===== src/aludq_params.svh =====
`ifndef ALUDQ_PARAMS_SVH
`define ALUDQ_PARAMS_SVH
// Control field slices
`define ALUDQ_MUX_HI 9
`define ALUDQ_MUX_LO 6
`define ALUDQ_FN_HI 5
`define ALUDQ_FN_LO 2
`define ALUDQ_DQ_HI 1
`define ALUDQ_DQ_LO 0
// Rotator field slices
`define ALUDQ_CI_HI 1
`define ALUDQ_CI_LO 0
`define ALUDQ_SHF_HI 4
`define ALUDQ_SHF_LO 2
// Function codes
`define ALUDQ_FN_SUB 4'h0
`define ALUDQ_FN_SUB_BCD 4'h1
`define ALUDQ_FN_SUB_SR 4'h2
`define ALUDQ_FN_SUB_SL 4'h3
`define ALUDQ_FN_ADD 4'h4
`define ALUDQ_FN_ADD_BCD 4'h5
`define ALUDQ_FN_ADD_SR 4'h6
`define ALUDQ_FN_ADD_SL 4'h7
`define ALUDQ_FN_AND 4'h8
`define ALUDQ_FN_OR 4'h9
`define ALUDQ_FN_AND_SR 4'ha
`define ALUDQ_FN_AND_SL 4'hb
`define ALUDQ_FN_RSUB 4'hc
`define ALUDQ_FN_XOR 4'hd
`define ALUDQ_FN_ANDN 4'he
`define ALUDQ_FN_NAND 4'hf
// Selector values that route the rotator to B
`define ALUDQ_MUX_S_MB 4'h4
`define ALUDQ_MUX_S_XMB 4'h7
`define ALUDQ_MUX_S_D 4'hc
`define ALUDQ_MUX_S_ZERO 4'hd
`define ALUDQ_MUX_S_RB 4'hf
// Hold-register control type selectors
`define ALUDQ_MUX_T2_A 4'h1
`define ALUDQ_MUX_T2_B 4'h3
`define ALUDQ_MUX_T2_C 4'hb
`define ALUDQ_MUX_T3 4'h9
// Rotator codes that modify the rotator latches
`define ALUDQ_ROT_LM0 6'h27
`define ALUDQ_ROT_LM1 6'h2d
`define ALUDQ_ROT_LM2 6'h2f
`define ALUDQ_ROT_LM3 6'h3b
`define ALUDQ_ROT_LM4 6'h3d
`define ALUDQ_ROT_LM5 6'h3f
// Carry-in select codes
`define ALUDQ_CI_ZERO 2'h0
`define ALUDQ_CI_SAVED 2'h1
`define ALUDQ_CI_ONE 2'h2
`define ALUDQ_CI_PSW 2'h3
// Shift-in select codes
`define ALUDQ_SHF_ZERO 3'h0
`define ALUDQ_SHF_ONE 3'h1
`define ALUDQ_SHF_SHIFT 3'h2
`define ALUDQ_SHF_ROT 3'h3
`define ALUDQ_SHF_A0Q1 3'h4
`define ALUDQ_SHF_A1Q0 3'h5
`define ALUDQ_SHF_WB30 3'h6
`define ALUDQ_SHF_PSW 3'h7
// Decimal digit limits
`define ALUDQ_BCD_MAX 5'h09
`define ALUDQ_BCD_FIX 5'h06
// Register map and bits
`define ALUDQ_ADDR_D 3'h0
`define ALUDQ_ADDR_Q 3'h1
`define ALUDQ_ADDR_STAT 3'h2
`define ALUDQ_ADDR_CTRL 3'h3
`define ALUDQ_STAT_CARRY 0
`define ALUDQ_STAT_OD 1
`define ALUDQ_CTRL_HOLD 0
`endif


===== src/aludq_pkg.sv =====
package aludq_pkg;
    // Microword fields this block consumes
    typedef struct packed {
        logic [5:0] rotator_field;
        logic [9:0] ctl;
    } aludq_uword_t;
    // Hold-register control type
    typedef enum logic [2:0] {
        DQ_T1 = 3'b001,
        DQ_T2 = 3'b010,
        DQ_T3 = 3'b100
    } aludq_dq_t;
    // Shift direction of ALU result or Q
    typedef enum logic [2:0] {
        SD_NONE = 3'b001,
        SD_RIGHT = 3'b010,
        SD_LEFT = 3'b100
    } aludq_sdir_t;
endpackage


===== src/aludq_bcd.sv =====
`timescale 1ns/1ps
`include "aludq_params.svh"
// Decimal add or subtract, one digit per 4-bit slice
module aludq_bcd (
    input wire logic [31:0] a,
    input wire logic [31:0] b,
    input wire logic ci,
    input wire logic sub,
    output logic [31:0] res,
    output logic cout
);
    // Ripple through eight digits, correcting each one
    always_comb begin
        logic [4:0] t;
        logic c;
        t = 5'h00;
        c = ci;
        res = 32'h0;
        for (int i = 0; i < 8; i++) begin
            if (sub) begin
                // Borrow out when the raw digit went negative
                t = {1'b0, a[i*4 +: 4]} - {1'b0, b[i*4 +: 4]} - {4'h0, c};
                c = t[4];
                if (c) begin
                    t = t - `ALUDQ_BCD_FIX;
                end
            end else begin
                // Carry out when the raw digit passes nine
                t = {1'b0, a[i*4 +: 4]} + {1'b0, b[i*4 +: 4]} + {4'h0, c};
                c = (t > `ALUDQ_BCD_MAX);
                if (c) begin
                    t = t + `ALUDQ_BCD_FIX;
                end
            end
            res[i*4 +: 4] = t[3:0];
        end
        cout = c;
    end
endmodule


===== src/aludq_core.sv =====
// Local design decisions: strobed register access and the address map.
`timescale 1ns/1ps
`include "aludq_params.svh"
// Summary of operation
// [RULE1] Codes 0-7: subtract or add, BCD, SR, SL
// [RULE2] Codes 8-F: logical and reverse-subtract functions
// [RULE3] Output-disabled codes depend on selector 9/D
// [RULE4] Carry-in from bits 59:58 normally
// [RULE5] Carry-in: zero, saved carry, one, status carry
// [RULE6] Saved carry records add/subtract carry
// [RULE7] Rotator selector forces carry-in zero
// [RULE8] Latch-modifying rotator codes force carry-in zero
// [RULE9] Shift-ins from bits 62:60 normally
// [RULE10] Shift-in select fixed encodings
// [RULE11] Codes 010/011 use both shift directions
// [RULE12] Rotator or latch codes force shift-ins zero
// [RULE13] Q bit 31 shift-in undefined when Q loads
// [RULE14] BCD codes adjust every digit to 0-9
// [RULE15] D loads writeback select, feeds A
// [RULE16] Q shifts or loads, feeds B
// [RULE17] Low two bits form typed DQ control
// [RULE18] DQ control sets loads and Q shift
// [RULE19] Only add, subtract, AND shift results
// [RULE20] Selector value chooses DQ type
// [RULE21] Writeback picks ALU or B operand
// [RULE22] Output-disabled function suppresses bus drive
// [RULE23] 010/011 chain ALU and Q as 64 bits
// [RULE24] All state updates per edge, reset clears
module aludq_core (
    input wire logic sys_clk,
    input wire logic reset,
    input wire aludq_pkg::aludq_uword_t uword,
    input wire logic special_function,
    input wire logic special_q_from_a,
    input wire logic wb_select_b,
    input wire logic [31:0] a_operand,
    input wire logic [31:0] b_operand,
    input wire logic psw_carry,
    input wire logic write_bus_bit30,
    input wire logic write_bus_bit31,
    input wire logic [2:0] reg_addr,
    input wire logic [31:0] reg_wdata,
    input wire logic reg_wr,
    input wire logic reg_rd,
    output logic [31:0] reg_rdata,
    output logic [31:0] d_reg_out,
    output logic [31:0] q_reg_out,
    output logic [31:0] write_bus_out,
    output logic write_bus_drive
);
    // Selector values that route the rotator into B
    function automatic logic rot_path(input logic [3:0] m);
        rot_path = (m == `ALUDQ_MUX_S_MB) || (m == `ALUDQ_MUX_S_XMB) ||
                   (m == `ALUDQ_MUX_S_D) || (m == `ALUDQ_MUX_S_ZERO) ||
                   (m == `ALUDQ_MUX_S_RB);
    endfunction

    // Rotator codes that touch the rotator latches
    function automatic logic latch_mod(input logic [5:0] r);
        latch_mod = (r == `ALUDQ_ROT_LM0) || (r == `ALUDQ_ROT_LM1) ||
                    (r == `ALUDQ_ROT_LM2) || (r == `ALUDQ_ROT_LM3) ||
                    (r == `ALUDQ_ROT_LM4) || (r == `ALUDQ_ROT_LM5);
    endfunction

    logic [3:0] mux_f; // Operand selector
    logic [3:0] fn_f; // Function code
    logic [1:0] dq_f; // Hold-register control bits
    logic [1:0] ci_f; // Carry-in select
    logic [2:0] shf_f; // Shift-in select
    logic force_zero; // Rotator owns the upper microword bits
    logic alu_ci; // ALU carry input
    logic saved_carry_r; // Saved carry flag
    logic hold_r; // Software freeze of D, Q and ALU saved-carry updates
    logic od_r; // Last cycle had output disabled
    logic [31:0] d_r; // Result holding register
    logic [31:0] q_r; // Shift holding register
    logic [31:0] write_bus_r; // Registered write bus data
    logic drive_r; // Registered write bus enable
    logic [31:0] rdata_r; // Read data for the cycle after a read

    assign mux_f = uword.ctl[`ALUDQ_MUX_HI:`ALUDQ_MUX_LO];
    assign fn_f = uword.ctl[`ALUDQ_FN_HI:`ALUDQ_FN_LO];
    assign dq_f = uword.ctl[`ALUDQ_DQ_HI:`ALUDQ_DQ_LO];
    assign ci_f = uword.rotator_field[`ALUDQ_CI_HI:`ALUDQ_CI_LO];
    assign shf_f = uword.rotator_field[`ALUDQ_SHF_HI:`ALUDQ_SHF_LO];
    assign force_zero = rot_path(mux_f) || latch_mod(uword.rotator_field); // [RULE7] [RULE8] [RULE12]

    // Carry-in selection
    always_comb begin
        if (force_zero) begin
            alu_ci = 1'b0; // [RULE7] [RULE8]
        end else begin
            unique case (ci_f) // [RULE4] [RULE5]
                `ALUDQ_CI_ZERO: alu_ci = 1'b0;
                `ALUDQ_CI_SAVED: alu_ci = saved_carry_r;
                `ALUDQ_CI_ONE: alu_ci = 1'b1;
                `ALUDQ_CI_PSW: alu_ci = psw_carry;
            endcase
        end
    end
    // Output-disabled interpretation of the function code
    logic od;
    always_comb begin
        unique case (fn_f) // [RULE3]
            `ALUDQ_FN_AND, `ALUDQ_FN_RSUB: od = (mux_f == `ALUDQ_MUX_T3);
            `ALUDQ_FN_AND_SR, `ALUDQ_FN_AND_SL: od = (mux_f == `ALUDQ_MUX_S_ZERO);
            `ALUDQ_FN_OR, `ALUDQ_FN_XOR: od = (mux_f == `ALUDQ_MUX_T3) ||
                (mux_f == `ALUDQ_MUX_S_ZERO);
            default: od = 1'b0;
        endcase
    end
    // Raw arithmetic results, 33 bits to keep carry and borrow
    logic [32:0] sub_ab, add_ab, sub_ba;
    assign sub_ab = {1'b0, a_operand} - {1'b0, b_operand} - {32'h0, alu_ci};
    assign add_ab = {1'b0, a_operand} + {1'b0, b_operand} + {32'h0, alu_ci};
    assign sub_ba = {1'b0, b_operand} - {1'b0, a_operand} - {32'h0, alu_ci};

    // Decimal adjust path for the BCD codes
    logic [31:0] bcd_res;
    logic bcd_cout;
    aludq_bcd u_bcd (
        .a(a_operand),
        .b(b_operand),
        .ci(alu_ci),
        .sub(fn_f == `ALUDQ_FN_SUB_BCD),
        .res(bcd_res),
        .cout(bcd_cout)
    );

    // Function decode: unshifted value, carry and shift direction
    logic [31:0] raw;
    logic arith;
    logic carry_out;
    aludq_pkg::aludq_sdir_t alu_dir;
    always_comb begin
        raw = a_operand & b_operand;
        carry_out = 1'b0;
        alu_dir = aludq_pkg::SD_NONE;
        // Add, subtract and reverse subtract report a carry
        arith = (fn_f < `ALUDQ_FN_AND) || (fn_f == `ALUDQ_FN_RSUB);
        unique case (fn_f) // [RULE1] [RULE2] [RULE19]
            `ALUDQ_FN_SUB, `ALUDQ_FN_SUB_SR, `ALUDQ_FN_SUB_SL: {carry_out, raw} = sub_ab;
            `ALUDQ_FN_SUB_BCD, `ALUDQ_FN_ADD_BCD: begin
                {carry_out, raw} = {bcd_cout, bcd_res}; // [RULE14]
            end
            `ALUDQ_FN_ADD, `ALUDQ_FN_ADD_SR, `ALUDQ_FN_ADD_SL: {carry_out, raw} = add_ab;
            `ALUDQ_FN_AND, `ALUDQ_FN_AND_SR, `ALUDQ_FN_AND_SL: raw = a_operand & b_operand;
            `ALUDQ_FN_OR: raw = a_operand | b_operand;
            `ALUDQ_FN_RSUB: {carry_out, raw} = sub_ba;
            `ALUDQ_FN_XOR: raw = a_operand ^ b_operand;
            `ALUDQ_FN_ANDN: raw = a_operand & ~b_operand;
            `ALUDQ_FN_NAND: raw = ~a_operand & b_operand;
        endcase
        // Only the three shiftable groups carry a direction
        if ((fn_f == `ALUDQ_FN_SUB_SR) || (fn_f == `ALUDQ_FN_ADD_SR) ||
            (fn_f == `ALUDQ_FN_AND_SR)) begin
            alu_dir = aludq_pkg::SD_RIGHT; // [RULE19]
        end else if ((fn_f == `ALUDQ_FN_SUB_SL) || (fn_f == `ALUDQ_FN_ADD_SL) ||
                     (fn_f == `ALUDQ_FN_AND_SL)) begin
            alu_dir = aludq_pkg::SD_LEFT; // [RULE19]
        end
    end

    // Hold-register control: type, loads and Q shift direction
    aludq_pkg::aludq_dq_t dq_type;
    logic load_q, load_d;
    aludq_pkg::aludq_sdir_t q_dir;
    always_comb begin
        if ((mux_f == `ALUDQ_MUX_T2_A) || (mux_f == `ALUDQ_MUX_T2_B) ||
            (mux_f == `ALUDQ_MUX_T2_C)) begin
            dq_type = aludq_pkg::DQ_T2; // [RULE20]
        end else if (mux_f == `ALUDQ_MUX_T3) begin
            dq_type = aludq_pkg::DQ_T3; // [RULE20]
        end else begin
            dq_type = aludq_pkg::DQ_T1; // [RULE20]
        end
        load_q = 1'b0;
        load_d = 1'b0;
        q_dir = aludq_pkg::SD_NONE;
        if (special_function) begin
            // Special functions use the low bits as plain load enables
            {load_d, load_q} = dq_f; // [RULE17]
        end else begin
            unique case (dq_type) // [RULE17] [RULE18]
                aludq_pkg::DQ_T1: {load_d, load_q} = dq_f;
                aludq_pkg::DQ_T2: begin
                    q_dir = dq_f[0] ? aludq_pkg::SD_RIGHT : aludq_pkg::SD_LEFT;
                    load_d = dq_f[1];
                end
                aludq_pkg::DQ_T3: begin
                    // Upper two codes are undefined and do nothing
                    if (!dq_f[1]) begin
                        q_dir = dq_f[0] ? aludq_pkg::SD_RIGHT : aludq_pkg::SD_LEFT;
                        load_d = 1'b1;
                    end
                end
            endcase
        end
    end
    // Shift-in selection for ALU and Q
    logic alu_shin, q_shin;
    logic alu_lost, q_lost;
    always_comb begin
        // Bits that leave each register during its shift
        alu_lost = (alu_dir == aludq_pkg::SD_LEFT) ? raw[31] : raw[0];
        q_lost = (q_dir == aludq_pkg::SD_LEFT) ? q_r[31] : q_r[0];
        alu_shin = 1'b0;
        q_shin = 1'b0;
        if (!force_zero) begin
            unique case (shf_f) // [RULE9] [RULE10]
                `ALUDQ_SHF_ZERO: {alu_shin, q_shin} = 2'h0;
                `ALUDQ_SHF_ONE: {alu_shin, q_shin} = 2'h3;
                `ALUDQ_SHF_SHIFT, `ALUDQ_SHF_ROT: begin
                    if (alu_dir == aludq_pkg::SD_NONE) begin
                        // Q alone: wrap on itself or take bus bit 31
                        q_shin = shf_f[0] ? q_lost : write_bus_bit31; // [RULE11] [RULE23]
                    end else if (q_dir == aludq_pkg::SD_NONE) begin
                        // ALU alone: wrap or take Q bit 31
                        alu_shin = shf_f[0] ? alu_lost : q_r[31]; // [RULE11] [RULE13]
                    end else if (alu_dir == aludq_pkg::SD_RIGHT &&
                                 q_dir == aludq_pkg::SD_RIGHT) begin
                        // ALU sits above Q in the chain
                        q_shin = alu_lost; // [RULE23]
                        alu_shin = shf_f[0] ? q_lost : 1'b0;
                    end else begin
                        // Q feeds the ALU end of the chain
                        alu_shin = q_lost; // [RULE23]
                        q_shin = shf_f[0] ? alu_lost : 1'b0;
                    end
                end
                `ALUDQ_SHF_A0Q1: {alu_shin, q_shin} = 2'h1;
                `ALUDQ_SHF_A1Q0: {alu_shin, q_shin} = 2'h2;
                `ALUDQ_SHF_WB30: {alu_shin, q_shin} = {2{write_bus_bit30}};
                `ALUDQ_SHF_PSW: {alu_shin, q_shin} = {2{psw_carry}};
            endcase
        end
    end
    // Final ALU output and writeback select
    logic [31:0] alu_out, wmux;
    always_comb begin
        unique case (alu_dir)
            aludq_pkg::SD_RIGHT: alu_out = {alu_shin, raw[31:1]};
            aludq_pkg::SD_LEFT: alu_out = {raw[30:0], alu_shin};
            aludq_pkg::SD_NONE: alu_out = raw;
        endcase
        wmux = wb_select_b ? b_operand : alu_out; // [RULE21]
    end
    // Result holding register
    always_ff @(posedge sys_clk) begin
        if (reset) begin
            d_r <= 32'h0; // [RULE24]
        end else if (load_d && !hold_r) begin
            d_r <= wmux; // [RULE15]
        end
    end

    // Shift holding register
    always_ff @(posedge sys_clk) begin
        if (reset) begin
            q_r <= 32'h0; // [RULE24]
        end else if (!hold_r) begin
            if (q_dir == aludq_pkg::SD_LEFT) begin
                q_r <= {q_r[30:0], q_shin}; // [RULE16]
            end else if (q_dir == aludq_pkg::SD_RIGHT) begin
                q_r <= {q_shin, q_r[31:1]}; // [RULE16]
            end else if (load_q) begin
                q_r <= special_q_from_a ? a_operand : wmux; // [RULE16]
            end
        end
    end

    // Saved carry: ALU update wins over a software write
    always_ff @(posedge sys_clk) begin
        if (reset) begin
            saved_carry_r <= 1'b0; // [RULE24]
        end else if (arith && !hold_r) begin
            saved_carry_r <= carry_out; // [RULE6]
        end else if (reg_wr && reg_addr == `ALUDQ_ADDR_STAT) begin
            saved_carry_r <= reg_wdata[`ALUDQ_STAT_CARRY];
        end
    end

    // Write bus data and enable, one cycle behind the operation
    always_ff @(posedge sys_clk) begin
        if (reset) begin
            write_bus_r <= 32'h0;
            drive_r <= 1'b0;
            od_r <= 1'b0;
        end else begin
            write_bus_r <= wmux;
            drive_r <= !od; // [RULE22]
            od_r <= od;
        end
    end

    // Control register
    always_ff @(posedge sys_clk) begin
        if (reset) begin
            hold_r <= 1'b0;
        end else if (reg_wr && reg_addr == `ALUDQ_ADDR_CTRL) begin
            hold_r <= reg_wdata[`ALUDQ_CTRL_HOLD];
        end
    end

    // Read port: data valid only in the cycle after the strobe
    always_ff @(posedge sys_clk) begin
        if (reset || !reg_rd) begin
            rdata_r <= 32'h0;
        end else begin
            unique case (reg_addr)
                `ALUDQ_ADDR_D: rdata_r <= d_r;
                `ALUDQ_ADDR_Q: rdata_r <= q_r;
                `ALUDQ_ADDR_STAT: rdata_r <= {30'h0, od_r, saved_carry_r};
                `ALUDQ_ADDR_CTRL: rdata_r <= {31'h0, hold_r};
                default: rdata_r <= 32'h0;
            endcase
        end
    end

    assign reg_rdata = rdata_r;
    assign d_reg_out = d_r;
    assign q_reg_out = q_r;
    assign write_bus_out = write_bus_r;
    assign write_bus_drive = drive_r;
endmodule


===== config.mk =====
export PLATFORM = sky130hd
export DESIGN_NAME = aludq_core
export DESIGN_NICKNAME = d
export VERILOG_FILES = /design/src/aludq_pkg.sv /design/src/aludq_bcd.sv /design/src/aludq_core.sv
export VERILOG_INCLUDE_DIRS = /design/src /design/src/src
export SDC_FILE = /design/constraint.sdc
export NUM_CORES = 1
export LEC_CHECK = 0
export BUFFER_PORTS_ARGS = -buffer_cell sky130_fd_sc_hd__clkbuf_2
export CELL_PAD_IN_SITES_DETAIL_PLACEMENT = 2
export CELL_PAD_IN_SITES_GLOBAL_PLACEMENT = 2
export CORE_MARGIN = 4
export CORE_UTILIZATION = 35
export DETAILED_ROUTE_END_ITERATION = 12
export MAX_ROUTING_LAYER = met4
export PLACE_DENSITY_LB_ADDON = 0.05
export REMOVE_ABC_BUFFERS = 1
export SETUP_SLACK_MARGIN = 0.15
export SYNTH_ARGS = -nofsm -noshare
export SYNTH_HDL_FRONTEND = slang
export SYNTH_SLANG_ARGS = --single-unit

===== constraint.sdc =====
create_clock -name sys_clk -period 16.7 [get_ports sys_clk]
set_input_delay 0 -clock sys_clk [delete_from_list [all_inputs] [get_ports sys_clk]]
set_output_delay 0 -clock sys_clk [all_outputs]
set_load 0.02 [all_outputs]

Yosys cells after proc, flatten, opt, wreduce, memory -nomap -nowiden
Cells that the tools add are included.
{ "word_totals": {"reg_bits": 132, "in_bits": 125, "output_inout_bits": 129, "elab_cells": 252} }
{ "op_classes": {"add_sub_neg": 54, "magnitude_cmp": 9, "eq_ne": 52, "n_mux": 74, "bitwise_logic": 8, "n_reduce_logical": 47} }
{ "ops": {"columns": ["op", "n"], "rows": [
  ["one-hot mux 32 bit (9 select lines)", 1],
  ["two-way mux 32 bit", 5],
  ["one-hot mux 32 bit (4 select lines)", 1],
  ["AND 32 bit", 3],
  ["two-way mux 4 bit", 24],
  ["one-hot mux 32 bit (3 select lines)", 1],
  ["subtractor 32 x 32 -> 33 bit", 2],
  ["subtractor 33 x 1 -> 33 bit", 2],
  ["NOT 32 bit", 2],
  ["equality test 4 bit (second input constant)", 13],
  ["adder 4 x 4 -> 5 bit", 8],
  ["adder 5 x 1 -> 5 bit", 8],
  ["greater-than comparator 5 x 4 -> 1 bit (second input constant)", 8],
  ["subtractor 4 x 4 -> 5 bit", 8],
  ["subtractor 5 x 1 -> 5 bit", 8],
  ["equality test 6 bit (second input constant)", 6],
  ["adder 32 x 32 -> 33 bit", 1],
  ["adder 33 x 1 -> 33 bit", 1],
  ["adder 4 x 3 -> 4 bit (second input constant)", 8],
  ["bitwise OR 32 bit", 1],
  ["subtractor 4 x 3 -> 4 bit (second input constant)", 8],
  ["XOR 32 bit", 1],
  ["two-way mux 1 bit", 28],
  ["equality test 4 x 3 -> 1 bit (second input constant)", 6],
  ["26 further kinds", 90]
]} }

Logic depth before layout (Yosys ltp)
{ "logic_depth": {"word_depth": 45, "mapped_depth": 84, "depth_no_buf": 84} }

By module
From an unflattened synthesis, not the netlist that was laid out.
{ "unflattened": {"cells_unflattened": 2925, "area_unflattened_um2": 21642.0} }
{ "by_module_without_submodules": {"columns": ["module", "n_inst", "cells_per_inst", "area_per_inst_um2", "seq_area_each_um2"], "rows": [
  ["aludq_core", 1, 2341, 17057.6, 2642.5],
  ["aludq_bcd", 1, 584, 4584.4, 0.0]
]} }

Worst setup path before layout
No wires, ideal clock.
{ "synth_timing": {"kind": "in2reg", "startpoint": "input port uword[14] in the netlist's numbering", "endpoint": "register q_r[28] (netlist: q_reg_out[28])", "setup_ps": 125, "t_arrival_ps": 14795, "required_ps": 16575, "slack_ps": 1780, "stages": 80, "n_path_buf": 0, "cell_sequence": "mux2_2 -> a22o_1 -> a32o_1 -> a21o_1 -> inv_1 -> fa_1 -> inv_1 -> ha_1 -> nor2_1 -> fa_1 -> nand2b_4 -> a21oi_1 -> xnor2_1 -> nand2_1 -> o21a_1 -> inv_1 -> fa_1 -> inv_1 -> [44 not listed] -> nor2b_1 -> nor3_1 -> o21ai_0 -> o21a_1 -> inv_1 -> fa_1 -> inv_1 -> fa_1 -> inv_1 -> ha_1 -> a21oi_1 -> a21boi_0 -> nor3_1 -> or4_4 -> o31ai_4 -> nor3_2 -> a2111oi_2 -> o21ai_1"} }
{ "synth_via": {"elab_chain_cells": 40, "elab_cells_between_ends": 64, "cone_classes": "23 x add/sub; 8 x order compare; 6 x eq/ne; 21 x mux; 6 x reduce/logical"} }
{ "synth_rtl": {"columns": ["element", "line", "source"], "rows": [
  ["start: declaration", "aludq_core.sv:32", "input wire aludq_pkg::aludq_uword_t uword,"],
  ["equality test 6 bit (no line)", null, null],
  ["logical OR 1 bit (4 in a row)", "aludq_core.sv:60", "latch_mod = (r == `ALUDQ_ROT_LM0) || (r == `ALUDQ_ROT_LM1) ||"],
  ["logical OR 1 bit *", "aludq_core.sv:60", null],
  ["logical OR 1 bit *", "aludq_core.sv:86", "assign force_zero = rot_path(mux_f) || latch_mod(uword.rotator_field);"],
  ["two-way mux 1 bit *", "aludq_core.sv:90", "if (force_zero) begin"],
  ["adder 5 x 1 -> 5 bit", "aludq_bcd.sv:29", "t = {1'b0, a[i*4 +: 4]} + {1'b0, b[i*4 +: 4]} + {4'h0, c};"],
  ["greater-than comparator 5 x 4 -> 1 bit (no line)", null, null],
  ["two-way mux 1 bit", "aludq_bcd.sv:20", "if (sub) begin"],
  ["[21 not listed]", null, null],
  ["two-way mux 4 bit", "aludq_bcd.sv:20", null],
  ["one-hot mux 32 bit (9 select lines) *", "aludq_core.sv:141", "unique case (fn_f)"],
  ["one-hot mux 32 bit (3 select lines) *", "aludq_core.sv:241", "unique case (alu_dir)"],
  ["two-way mux 32 bit *", "aludq_core.sv:246", "wmux = wb_select_b ? b_operand : alu_out;"],
  ["two-way mux 32 bit *", "aludq_core.sv:267", "q_r <= special_q_from_a ? a_operand : wmux;"],
  ["two-way mux 32 bit *", "aludq_core.sv:266", "end else if (load_q) begin"],
  ["two-way mux 32 bit *", "aludq_core.sv:264", "end else if (q_dir == aludq_pkg::SD_RIGHT) begin"],
  ["two-way mux 32 bit *", "aludq_core.sv:262", "if (q_dir == aludq_pkg::SD_LEFT) begin"],
  ["end signal: assignment", "aludq_core.sv:263", "q_r <= {q_r[30:0], q_shin};"],
  ["end signal: assignment", "aludq_core.sv:265", "q_r <= {q_shin, q_r[31:1]};"],
  ["end signal: assignment", "aludq_core.sv:267", null],
  ["end: declaration", "aludq_core.sv:76", "logic [31:0] q_r;"]
]} }
Mark *: on every way between the ends. The rest lies on a longest branch, timed or not. The select of a mux whose other input is x is not followed.
A chain may end at the register's enable or synchronous reset.

Worst setup path in the final report
{ "layout_timing": {"startpoint": "input port uword[14] in the netlist's numbering", "endpoint": "register d_r[31] (netlist: d_reg_out[31])"} }
{ "layout_via": {"elab_chain_cells": 41, "elab_cells_between_ends": 76, "cone_classes": "23 x add/sub; 8 x order compare; 13 x eq/ne; 22 x mux; 10 x reduce/logical"} }
{ "layout_rtl": {"columns": ["element", "line", "source"], "rows": [
  ["equality test 6 bit (no line)", null, null],
  ["logical OR 1 bit (5 in a row)", "aludq_core.sv:60", null],
  ["logical OR 1 bit", "aludq_core.sv:86", null],
  ["two-way mux 1 bit", "aludq_core.sv:90", null],
  ["adder 5 x 1 -> 5 bit", "aludq_bcd.sv:29", null],
  ["greater-than comparator 5 x 4 -> 1 bit (no line)", null, null],
  ["two-way mux 1 bit", "aludq_bcd.sv:20", null],
  ["adder 5 x 1 -> 5 bit", "aludq_bcd.sv:29", null],
  ["[21 not listed]", null, null],
  ["one-hot mux 32 bit (9 select lines)", "aludq_core.sv:141", null],
  ["two-way mux 1 bit", "aludq_core.sv:205", "alu_lost = (alu_dir == aludq_pkg::SD_LEFT) ? raw[31] : raw[0];"],
  ["two-way mux 1 bit", "aludq_core.sv:219", "alu_shin = shf_f[0] ? alu_lost : q_r[31];"],
  ["two-way mux 1 bit", "aludq_core.sv:217", "end else if (q_dir == aludq_pkg::SD_NONE) begin"],
  ["one-hot mux 1 bit (5 select lines)", "aludq_core.sv:210", "unique case (shf_f)"],
  ["two-way mux 1 bit", "aludq_core.sv:209", "if (!force_zero) begin"],
  ["one-hot mux 32 bit (3 select lines) *", "aludq_core.sv:241", null],
  ["two-way mux 32 bit *", "aludq_core.sv:246", null],
  ["end signal: assignment", "aludq_core.sv:253", "d_r <= wmux;"],
  ["end: declaration", "aludq_core.sv:75", "logic [31:0] d_r;"]
]} }
Mark *: on every way between the ends. The rest lies on a longest branch, timed or not.

==> flow_summary.json <==
{
  "timing.setup.critical_path_class": "primary input to flop",
  "die_x_um": 247,
  "first_pass_iters": 6,
  "hp-start": "reg_addr[0]",
  "clockBufferDepth": 2,
  "cp_slowest_stage_delay_ns": 0.56,
  "rsz0062_at_grt": "no",
  "post-route-drc-count": 0,
  "synth_top_family_by_area": "compound AO/OA/AOI/OAI gates",
  "synth_ff_type": "dfxtp_1",
  "cts_sinks": 132,
  "synthArstFlopShare_pct": 0,
  "powerDensity_nw_per_um2": 80.3,
  "row_count": 87,
  "worst_pin_slew_ns": 1.16,
  "synth_area_um2": 20000,
  "die_h_um": 247,
  "worstPathArrival_ns": 16.16,
  "ys_warn_count": 0,
  "clk_latency_ns": 0.46,
  "route.detailed.wl_per_inst_um": 30.9,
  "drtAntennaViolNets": 0,
  "status": "finished, final reports clean",
  "dp_hpwl_um": 87800,
  "fin_crit_sh_pct": 94.9,
  "cp_slowest_cell": "fa_2",
  "cts_htree_levels": 4,
  "globalRouteTotalUtil_pct": 37.7,
  "yosys.area_share.adder_pct": 19.2,
  "critPathLaunch": "uword[14]",
  "yosys_register_bits": 132,
  "cellLeakagePower_nw": 10.2,
  "area_delta_synth_final_pct": 15.7,
  "grt_pass1_wl_um": 168000,
  "finalHoldViolCount": 0,
  "synthesis.instances": 2766,
  "max_freq_mhz": 63.1,
  "min_period_ns": 15.85,
  "worstPathRequired_ns": 17.01,
  "fin_area_um2": 23100,
  "detailed_place.area_um2": 22200,
  "nFillCells": 6656,
  "max_cap_viol_count": 0,
  "numCtsBuffers": 17,
  "place_inst": 3676,
  "synthDistinctLibCells": 103,
  "routed_wl_um": 115000,
  "synthMuxAreaShare_pct": 3.64,
  "cts_tree": "done",
  "vias": 23679,
  "core-area_um2": 56500,
  "first_global_vias": 24440,
  "finalWeightedCongestion": 1.00,
  "slew_violations": 0,
  "r2r-start": "saved_carry_r",
  "die_area_um2": 61000,
  "ys_seq_area_share_pct": 13.2,
  "cpMostUsedCell": "inv_1",
  "fin_cells": 3730,
  "yosys.area_share.simple_pct": 18.9,
  "drt_iter0_markers": 1846,
  "cp_max_fo": 6,
  "synth-xor-area-share_pct": 4.95,
  "io_pins": 254,
  "slew_headroom_pct": 22.4,
  "clkSlewWorstSetupHoldPaths_ns": 0.07,
  "peakVddDrop_uv": 76.9,
  "finClkSkew_ns": 0.0146,
  "clockRootBuffer": "clkbuf_16",
  "vias_per_cell": 6.35,
  "synth-compound-area-share_pct": 32.5,
  "hold_path.class": "primary input to flop",
  "critPathCaptureType": "flop",
  "antenna_found_initial": 2,
  "setup_viol": 0,
  "overflow": 0,
  "fin_tns_setup_ns": 0,
  "grt_max_degree": 49,
  "portBuffers": 222,
  "synth.avg_cell_area_um2": 7.22,
  "drive_gt1_share_pct": 16.5,
  "fin_nets": 3368,
  "synth_edf_count": 0,
  "critPathLaunchType": "primary input",
  "start_util_pct": 35.4
}
Yosys cell counts, drive strengths merged (18+ instances only):
| library cell | count | area (um2) |
|---|---|---|
| nor2 | 258 | 968 |
| a22oi | 50 | 380 |
| o221ai | 37 | 324 |
| a21oi | 277 | 1390 |
| ha | 253 | 3170 |
| a21o | 51 | 383 |
| a221oi | 27 | 262 |
| o211ai | 20 | 155 |
| and3 | 25 | 156 |
| nand2 | 219 | 822 |
| nand3 | 59 | 295 |
| mux2i | 58 | 581 |
| dfxtp | 132 | 2640 |
| a31oi | 37 | 246 |
| clkbuf | 136 | 512 |
| inv | 210 | 788 |
| o21a | 34 | 257 |
| nor3 | 65 | 330 |
| o21ai | 205 | 1030 |
| xor2 | 43 | 377 |
| fa | 34 | 681 |
| nor2b | 24 | 150 |
| a211oi | 33 | 258 |
| buf | 42 | 199 |
| nand4 | 27 | 169 |
| o22ai | 18 | 113 |
| or3 | 21 | 131 |
| nand2b | 26 | 170 |
| and2 | 29 | 181 |
| xnor2 | 70 | 613 |
| o31ai | 28 | 239 |
sequential cells by signal, indices dropped and copies added, names as in the netlist:
name	count
write_bus_drive	1
q_reg_out	32
d_reg_out	32
od_r	1
reg_rdata	32
write_bus_out	32
hold_r	1
saved_carry_r	1
per-layer routing:
layer	global-route usage (%)	vias to the layer above	routed length, um
met4	13.9	0	5090
li1	-	10398	-
met2	59.6	901	52400
met1	49.0	12131	50400
met5	-	-	0
met3	5.36	249	7180
area by class of cell:
cell class                 count  area, um2  area share (%)
inverter                     210        788            3.41
antenna                        5       12.5          0.0541
multi-input combinational   2246      16100            69.5
timing repair buffer         349       2090            9.03
sequential                   132       2640            11.4
clock inverter                14        145           0.628
clock buffer                  18        439            1.90
tap                          756        946            4.09
power breakdown:
part | switching [W] | internal (W) | leakage (nW)
logic | 0.000703 | 0.000392 | 8.81
clock network | 0.000180 | 0.000213 | 0.275
registers | 0.0000292 | 0.000340 | 1.09
total | 0.000912 | 0.000945 | 10.2
per-stage QoR:
step / utilization (%) / hold slack [ns] / total power, W / setup slack, ns
floorplan: - / 0.0691 / 0.00100 / 1.66
global placement: 39.4 / 0.265 / 0.00138 / 0.303
detailed placement: 39.4 / 0.280 / 0.00142 / -0.246
CTS: 40.5 / 0.0114 / 0.00182 / 0.158
global route: 40.9 / 0.0552 / 0.00196 / 0.114
finish: 40.9 / 0.0362 / 0.00186 / 0.848
worst max-delay path, delay by kind of cell:
kind | cells | cell delay (ns)
AOI/OAI and AO/OA | 27 | 5.18
xor gates and xnor gates | 1 | 0.21
adders and majority gates | 18 | 6.49
buffers and inverters | 20 | 1.89
muxes | 1 | 0.35
and+or+nand+nor | 15 | 2.01
path summary, 6_finish.rpt:
check / end / slack [ns] / depth (start not counted)
setup / recovery: d_reg_out[31] / 0.85 / 82
hold / removal: reg_rdata[1] / 0.04 / 4
setup reg to reg: d_reg_out[31] / 0.90 / 79
hold reg to reg: reg_rdata[0] / 0.49 / 2
kinds of logic (layout without fill, tap and decap cells):
kind of cell | Yosys count | after routing
buffers and inverters | 388 | 591
adder cells (fa/ha/maj) | 287 | 287
AO/OA/AOI/OAI | 970 | 970
other | 0 | 5
AND/OR/NAND/NOR | 805 | 805
flip-flops | 132 | 132
multiplexers | 71 | 71
XOR/XNOR | 113 | 113
repair_timing:
action	in CTS	in global routing
buffers inserted	0	9
hold endpoints to repair	6	0
hold buffers	8	0
resized for setup	0	40
endpoints found under the setup margin	0	16
cells in the final DEF, fill, tap and decap left out, types with 19 or more instances in the layout:
master and instances:
a21oi_1 269, ha_1 252, nor2_1 249, clkbuf_2 221, nand2_1 217, inv_1 206, o21ai_0 195, dfxtp_1 132
buf_4 120, xnor2_1 69, nand3_1 59, mux2i_1 58, nor3_1 57, a21o_1 51, a22oi_1 49, xor2_1 43
a31oi_1 36, o221ai_1 35, o21a_1 32, a211oi_1 30, and2_1 28, nand4_1 27, nand2b_1 25, and3_1 24
a221oi_1 23, o31ai_1 23, fa_1 22, nor2b_1 21, or3_1 21, o211ai_1 19
Note: power is estimated with default switching activity, not from simulation.
